### src/core/por_ready_defines.vh
// constants for the power-on reset and register readiness block
`ifndef POR_READY_DEFINES_VH
`define POR_READY_DEFINES_VH

`define ADDR_W 8
`define ADDR_STATUS 8'h00
`define ADDR_LOOP_CTRL 8'h30
`define ADDR_POST_DIV_A0 8'h86
`define ADDR_POST_DIV_A1 8'h87
`define ADDR_POST_DIV_A2 8'h88
`define ADDR_POST_DIV_B0 8'h89
`define ADDR_POST_DIV_B1 8'h8A
`define ADDR_POST_DIV_B2 8'h8B
`define ADDR_REVISION 8'hC6
`define ADDR_LOOP_RANGE 8'hED

`define STATUS_READY_BIT 7
`define LOOP_CTRL_RSVD_MASK 8'hFC
`define LOOP_CTRL_RESET 8'h00
`define LOOP_RANGE_RESET 8'h00
`define POST_DIV_RESET 24'h000000
`define REVISION_CODE 8'h5A
`define UNMAPPED_DATA 8'h00
`define RDATA_RESET 8'h00

// initialisation time in ns and its length in 4 ns clock cycles
`define INIT_TIME_NS 55000000
`define CLK_PERIOD_NS 4
`define INIT_CYCLES (`INIT_TIME_NS / `CLK_PERIOD_NS)

`endif

### src/core/init_timer.v
// counts out post-reset initialisation and raises a done level
`timescale 1ns/1ps
`include "por_ready_defines.vh"
// CNT_W must be wide enough to reach INIT_CYCLES - 1 or done never rises
module init_timer #(
    parameter CNT_W = 24,
    parameter INIT_CYCLES = `INIT_CYCLES
) (
    input wire clk,
    input wire rst_n,
    output reg done
);
    reg [CNT_W-1:0] count_q;

    always @(posedge clk or negedge rst_n) begin
        if (!rst_n) begin
            count_q <= {CNT_W{1'b0}};
            done <= 1'b0;
        end else if (!done) begin
            if (count_q >= INIT_CYCLES - 1'b1) begin
                done <= 1'b1;
            end else begin
                count_q <= count_q + 1'b1;
            end
        end
    end
endmodule

### src/core/por_ready.v
// reset handling, ready flag and a small register file
//
// Functional notes
// while reset input is low, all internal logic is held in reset.
// outside party must pulse reset once after power-up.
// outside party holds reset low at least 2 ms per assertion.
// host waits 55 ms after release, or until ready flag set.
// after initialisation, status register 0x00 bit 7 reads high.
// loop control 0x30 bits 1:0 reserved, reset value 00.
// loop range selection comes from register 0xED.
// ready flag cleared during reset and on every new assertion.
`timescale 1ns/1ps
`include "por_ready_defines.vh"
module por_ready #(
    parameter CNT_W = 24,
    parameter INIT_CYCLES = `INIT_CYCLES
) (
    // clock and reset
    input wire MCLK,
    input wire ARST_N,
    // register access port
    input wire REG_WR,
    input wire REG_RD,
    input wire [7:0] REG_ADDR,
    input wire [7:0] REG_WDATA,
    output reg [7:0] REG_RDATA,
    output reg REG_RVALID,
    // status and settings to the rest of the device
    output wire READY,
    output wire [7:0] LOOP_RANGE,
    output wire [7:0] LOOP_CTRL,
    output wire [23:0] POST_DIV_A,
    output wire [23:0] POST_DIV_B
);
    reg rst_meta_q;
    reg rst_sync_q;
    wire ready;
    reg [7:0] loop_ctrl_q;
    reg [7:0] loop_range_q;
    reg [23:0] div_a_q;
    reg [23:0] div_b_q;

    // async assert, synchronous release keeps every flop coherent
    always @(posedge MCLK or negedge ARST_N) begin
        if (!ARST_N) begin
            rst_meta_q <= 1'b0;
            rst_sync_q <= 1'b0;
        end else begin
            rst_meta_q <= 1'b1;
            rst_sync_q <= rst_meta_q;
        end
    end

    // the timer clears on every assertion, so ready drops at once
    init_timer #(
        .CNT_W(CNT_W),
        .INIT_CYCLES(INIT_CYCLES)
    ) u_timer (
        .clk(MCLK),
        .rst_n(rst_sync_q),
        .done(ready)
    );

    assign READY = ready;
    assign LOOP_RANGE = loop_range_q;
    assign LOOP_CTRL = loop_ctrl_q;
    assign POST_DIV_A = div_a_q;
    assign POST_DIV_B = div_b_q;

    // one-hot byte hit of a three-byte register, lsb at the low address
    function [2:0] byte_hit;
        input [7:0] addr;
        input [7:0] lo;
        input [7:0] mid;
        input [7:0] hi;
        begin
            byte_hit = 3'h0;
            if (addr == lo) begin
                byte_hit[0] = 1'b1;
            end
            if (addr == mid) begin
                byte_hit[1] = 1'b1;
            end
            if (addr == hi) begin
                byte_hit[2] = 1'b1;
            end
        end
    endfunction

    // replaces the selected bytes, the others keep their value
    function [23:0] put_bytes;
        input [23:0] cur;
        input [2:0] sel;
        input [7:0] val;
        begin
            put_bytes = cur;
            if (sel[0]) begin
                put_bytes[7:0] = val;
            end
            if (sel[1]) begin
                put_bytes[15:8] = val;
            end
            if (sel[2]) begin
                put_bytes[23:16] = val;
            end
        end
    endfunction

    // picks the selected byte of a divider for a read
    function [7:0] get_byte;
        input [23:0] cur;
        input [2:0] sel;
        begin
            get_byte = `UNMAPPED_DATA;
            if (sel[0]) begin
                get_byte = cur[7:0];
            end
            if (sel[1]) begin
                get_byte = cur[15:8];
            end
            if (sel[2]) begin
                get_byte = cur[23:16];
            end
        end
    endfunction

    wire wr_ok;
    wire wr_loop_ctrl;
    wire wr_loop_range;
    wire [2:0] hit_div_a;
    wire [2:0] hit_div_b;
    wire [2:0] wr_div_a;
    wire [2:0] wr_div_b;
    reg [7:0] rd_word;

    // writes before ready are dropped: the device is still initialising
    assign wr_ok = REG_WR & ready;
    assign wr_loop_ctrl = wr_ok & (REG_ADDR == `ADDR_LOOP_CTRL);
    assign wr_loop_range = wr_ok & (REG_ADDR == `ADDR_LOOP_RANGE);
    assign hit_div_a = byte_hit(REG_ADDR, `ADDR_POST_DIV_A0,
        `ADDR_POST_DIV_A1, `ADDR_POST_DIV_A2);
    assign hit_div_b = byte_hit(REG_ADDR, `ADDR_POST_DIV_B0,
        `ADDR_POST_DIV_B1, `ADDR_POST_DIV_B2);
    assign wr_div_a = wr_ok ? hit_div_a : 3'h0;
    assign wr_div_b = wr_ok ? hit_div_b : 3'h0;

    // reserved control bits are never stored, so they always read zero
    always @(posedge MCLK or negedge rst_sync_q) begin
        if (!rst_sync_q) begin
            loop_ctrl_q <= `LOOP_CTRL_RESET;
        end else if (wr_loop_ctrl) begin
            loop_ctrl_q <= REG_WDATA & `LOOP_CTRL_RSVD_MASK;
        end
    end

    // pull-in and hold-in range lives here, not in the control register
    always @(posedge MCLK or negedge rst_sync_q) begin
        if (!rst_sync_q) begin
            loop_range_q <= `LOOP_RANGE_RESET;
        end else if (wr_loop_range) begin
            loop_range_q <= REG_WDATA;
        end
    end

    // each divider byte is written on its own; no staging of the word
    always @(posedge MCLK or negedge rst_sync_q) begin
        if (!rst_sync_q) begin
            div_a_q <= `POST_DIV_RESET;
        end else if (|wr_div_a) begin
            div_a_q <= put_bytes(div_a_q, wr_div_a, REG_WDATA);
        end
    end

    always @(posedge MCLK or negedge rst_sync_q) begin
        if (!rst_sync_q) begin
            div_b_q <= `POST_DIV_RESET;
        end else if (|wr_div_b) begin
            div_b_q <= put_bytes(div_b_q, wr_div_b, REG_WDATA);
        end
    end

    // status reads always answer so a polling host sees ready rise
    always @* begin
        rd_word = `UNMAPPED_DATA;
        case (REG_ADDR)
            `ADDR_STATUS: begin
                rd_word[`STATUS_READY_BIT] = ready;
            end
            `ADDR_LOOP_CTRL: begin
                rd_word = loop_ctrl_q;
            end
            `ADDR_LOOP_RANGE: begin
                rd_word = loop_range_q;
            end
            `ADDR_REVISION: begin
                rd_word = `REVISION_CODE;
            end
            default: begin
                if (|hit_div_a) begin
                    rd_word = get_byte(div_a_q, hit_div_a);
                end else if (|hit_div_b) begin
                    rd_word = get_byte(div_b_q, hit_div_b);
                end
            end
        endcase
    end

    always @(posedge MCLK or negedge rst_sync_q) begin
        if (!rst_sync_q) begin
            REG_RVALID <= 1'b0;
        end else begin
            REG_RVALID <= REG_RD;
        end
    end

    // read data holds until the next read, so a slow host may take it late
    always @(posedge MCLK or negedge rst_sync_q) begin
        if (!rst_sync_q) begin
            REG_RDATA <= `RDATA_RESET;
        end else if (REG_RD) begin
            REG_RDATA <= rd_word;
        end
    end
endmodule

### config.mk
export PLATFORM = sky130hd
export DESIGN_NAME = por_ready
export DESIGN_NICKNAME = d
export VERILOG_FILES = /design/src/core/init_timer.v /design/src/core/por_ready.v
export VERILOG_INCLUDE_DIRS = /design/src /design/src/core
export SDC_FILE = /design/constraint.sdc
export NUM_CORES = 1
export LEC_CHECK = 0
export BUFFER_PORTS_ARGS = -buffer_cell sky130_fd_sc_hd__buf_2
export CORE_MARGIN = 5
export CORE_UTILIZATION = 55
export CTS_BUF_LIST = sky130_fd_sc_hd__clkbuf_16
export DETAILED_ROUTE_END_ITERATION = 16
export GPL_ROUTABILITY_DRIVEN = 1
export PLACE_DENSITY_LB_ADDON = 0.12
export SYNTH_ARGS = -nofsm -noshare
export SYNTH_HDL_FRONTEND = slang
export SYNTH_HIERARCHICAL = 1
export SYNTH_SLANG_ARGS = --single-unit
### constraint.sdc
create_clock -name MCLK -period 3.8 [get_ports MCLK]
set_input_delay 0 -clock MCLK [delete_from_list [all_inputs] [get_ports MCLK]]
set_output_delay 0 -clock MCLK [all_outputs]
set_load 0.01 [all_outputs]
==> metrics.md <==
| Metric | Value |
|---|---|
| Status | `finished, final reports clean` |
| DR iter-0 viols | `147` |
| Total length of routed met3 wires | `731 um` |
| Number of nets in the layout | `468` |
| XOR/XNOR Fraction of Synth Area | `4.05%` |
| Num CTS Buffers | `9` |
| Hold Crit Class | `in -> reg` |
| Vias | `3337` |
| Worst-skew pair later-pin latency | `0.34 ns` |
| Vias in the first global route | `3371` |
| Post-Synth Simple-Gate Area | `15.4%` |
| Cell area after layout | `0.00560 sq mm` |
| Combinational family with the most area after synthesis | `multiplexers` |
| Max layer used | `met4` |
| PwrDens | `362 mW/mm^2` |
| GPL Wtd Cong | `0.847` |
| Internal power | `1.54 mW` |
| Global route overflow | `0` |
| Setup bufs post-CTS | `0` |
| CP Launch Type | `flop` |
| Combinational Power Share | `4.1%` |
| Layout cells sized above 1 | `47.3%` |
| Clk pwr share | `43.2%` |
| Flip-flop and latch area | `0.00246 sq mm` |
| Antenna Cells | `0` |
| Dpl ws | `1.52 ns` |
| Worst reg2reg path endpoint | `u_timer/count_q[1]` |
| First-pass GRT wire length | `18000 um` |
| Setup total negative slack | `0 ns` |
| PnR worst setup slack | `1.71 ns` |
| Hold Path Origin | `REG_WDATA[2]` |
| Met2 wire length | `5710 um` |
| Vias per inst | `5.96` |
| Ports | `94` |
| Post-layout util | `65.1%` |
| Setup violation total in the final timing report | `0` |
| Layout area overhead | `17.6%` |
| Max-slew headroom | `20.2%` |
| Period Utilization, post-route | `54.9%` |
| Post-synthesis instance area | `0.00476 sq mm` |
| CTS tree | `built` |
| DRT met1 WL | `4670 um` |
| Worst Reg-to-Reg Cells | `5` |
| Rows | `34` |
| R2R setup slack | `1.71 ns` |
| Most frequent cells in the layout | `97 x dfrtp_1, 91 x buf_2, 69 x mux2_2` |
| CTS root buffer | `clkbuf_16` |
| Wire length per cell | `20.2 um` |
| Final antenna-violating net count | `0` |
| Sequential power share | `52.7%` |
| Drt pass-1 iters | `4` |
| Worst slew pin tran | `1.19 ns` |
| P_sw | `0.491 mW` |
| Post-synthesis compound-gate area fraction | `5.31%` |
| P_leak | `2.83 nW` |
| Post-cts sizing count | `0` |
| Slew Limit Fails | `0` |
| Fill cell count | `677` |
| Peak Freq | `479 MHz` |
| Clk slew on worst S/H paths | `0.08 ns` |
| Main flop type after synthesis | `dfrtp_1` |
| Register area share after synthesis | `51.5%` |
| Synth Warn # | `6` |
| Post-place instance area | `0.00525 sq mm` |
| Max-Cap Viols | `0` |
| Average cell area after synthesis | `13.4 sq um` |
| Clock buffer depth | `2` |
| Peak VDD IR | `267 uV` |
| Most common cell after layout, fill and taps aside | `dfrtp_1` |
| Number of synthesized flops with an enable pin | `0` |
| Post-Synthesis Cells | `355` |
| Hpwl dp | `7820 um` |
| Kind of critical path | `reg -> reg` |
| Sw Share | `24.2%` |
| Post-synthesis mux area share | `20.4%` |
| Largest net degree at the start of global routing | `73` |
| Die Area | `0.0106 sq mm` |
| # clock sinks | `98` |
| Area of the multi-input gates | `0.00217 sq mm` |
| Crit end category | `flop` |
| Total global-route track usage | `22.3%` |
| Arrival @ worst endpoint | `2.31 ns` |
| Placeable core area | `0.00859 sq mm` |
| Clk_skew | `0.0120 ns` |
| Starting Density | `55.4%` |
| Initial antenna violation count | `0` |
| Final wirelength | `11300 um` |
| Final min period | `2.09 ns` |
| Min-Delay Path Depth | `2` |
| Synthesized-area fraction occupied by adder cells | `0.263%` |
| Die Ht | `103 um` |
| Worst endpoint required time | `4.02 ns` |
| PortBufs | `91` |
| Synth async-reset ratio | `100%` |
| Worst-path maximum fanout | `11` |
| Hold endpoint | `LOOP_CTRL[2]` |
| RSZ-0062 raised after global routing | `no` |
| Clock H-tree levels | `3` |
| Number of synthesized register bits | `98` |
| DRC | `0` |
| Distinct cells, synth | `58` |
| RR Startpoint | `u_timer/count_q[17]` |
| Die width | `103 um` |
| Final Hold Viols | `0` |
## metal layers
layer / track usage (%) / vias up
li1: - / 1514
met1: 29.1 / 1705
met3: 5.01 / 19
met5: 0 / -
met2: 36.5 / 99
met4: 8.17 / 0
## synth_stat cells (all sizes together) (3+ instances only)
cell	count	area share (%)
a211oi	3	0.58
a21oi	5	0.60
a221oi	5	0.92
a22oi	8	1.3
a31oi	5	0.66
and2	4	0.53
and3	14	1.9
and4	5	0.95
buf	13	2.0
clkbuf	6	0.50
dfrtp	98	52
inv	4	0.32
mux2	70	17
mux4	8	3.9
nand2	11	0.97
nand3	18	2.9
nand4	9	1.5
nand4b	3	0.87
nor2	12	1.1
nor3	5	0.76
nor4	5	1.7
or2	3	0.39
xnor2	22	4.0
## cells by family (layout without fill, tap and decap cells)
| kind of cell | count (synthesis) | in the layout |
|---|---|---|
| AOI/OAI and AO/OA | 33 | 33 |
| xor gates and xnor gates | 22 | 22 |
| adders and majority gates | 1 | 1 |
| buffers and inverters | 23 | 119 |
| DFF | 98 | 98 |
| muxes | 78 | 78 |
| other | 2 | 3 |
| and+or+nand+nor | 98 | 98 |
## worst max-delay path by stage
stage / start / endpoint / cells past startpoint
detailed placement: REG_ADDR[1] / POST_DIV_A[5] / 5
global placement: REG_ADDR[1] / POST_DIV_A[5] / 5
CTS: u_timer/count_q[17] / u_timer/count_q[1] / 5
floorplan: rst_sync_q / LOOP_CTRL[2] / 0
finish: u_timer/count_q[17] / u_timer/count_q[1] / 5
global route: u_timer/count_q[17] / u_timer/count_q[1] / 5
## sequential cells by signal (all words and copies together), names as in the netlist
| signal | cells |
|---|---|
| rst_meta_q | 1 |
| POST_DIV_A | 24 |
| REG_RDATA | 8 |
| u_timer/count_q | 24 |
| u_timer/done | 1 |
| rst_sync_q | 1 |
| LOOP_RANGE | 8 |
| POST_DIV_B | 24 |
| REG_RVALID | 1 |
| LOOP_CTRL | 6 |
## area by class of cell
cell class | count | area share [%]
Clock inverter | 7 | 1.07
Inverter | 4 | 0.268
Clock buffer | 9 | 4.02
Tap cell | 108 | 2.41
Sequential cell | 98 | 43.9
Timing Repair Buffer | 99 | 9.48
Multi-Input combinational cell | 235 | 38.9
## critical path, cell delays in order, from the launching register on
cell and delay [ns]:
dfrtp_1 0.44, or3_4 0.42, nor4_4 0.33, nand2_2 0.29, nand2_2 0.17, mux2_1 0.32
## power by group through the flow
stage | logic, mW | registers (mW) | clock network (mW)
CTS | 0.0839 | 1.07 | 0.889
finish | 0.0839 | 1.07 | 0.876
detailed placement | 0.0790 | 1.09 | 0
global route | 0.0916 | 1.07 | 0.943
global placement | 0.0779 | 1.09 | 0
floorplan | 0.0374 | 1.09 | 0
## timing repair
| action | CTS | global route |
|---|---|---|
| setup endpoints to repair | 0 | 0 |
| hold buffers | 6 | 0 |
| hold endpoints to repair | 16 | 0 |
## per-stage QoR
step / std cells / power [mW] / hold WS, ns
floorplan: 356 / 1.13 / -0.296
global route: 560 / 2.11 / 0.00729
detailed placement: 538 / 1.17 / -0.212
global placement: 538 / 1.17 / -0.215
CTS: 560 / 2.04 / 0.000416
finish: 560 / 2.03 / 0.00781
No activity file was read; power rests on OpenSTA's default activity.
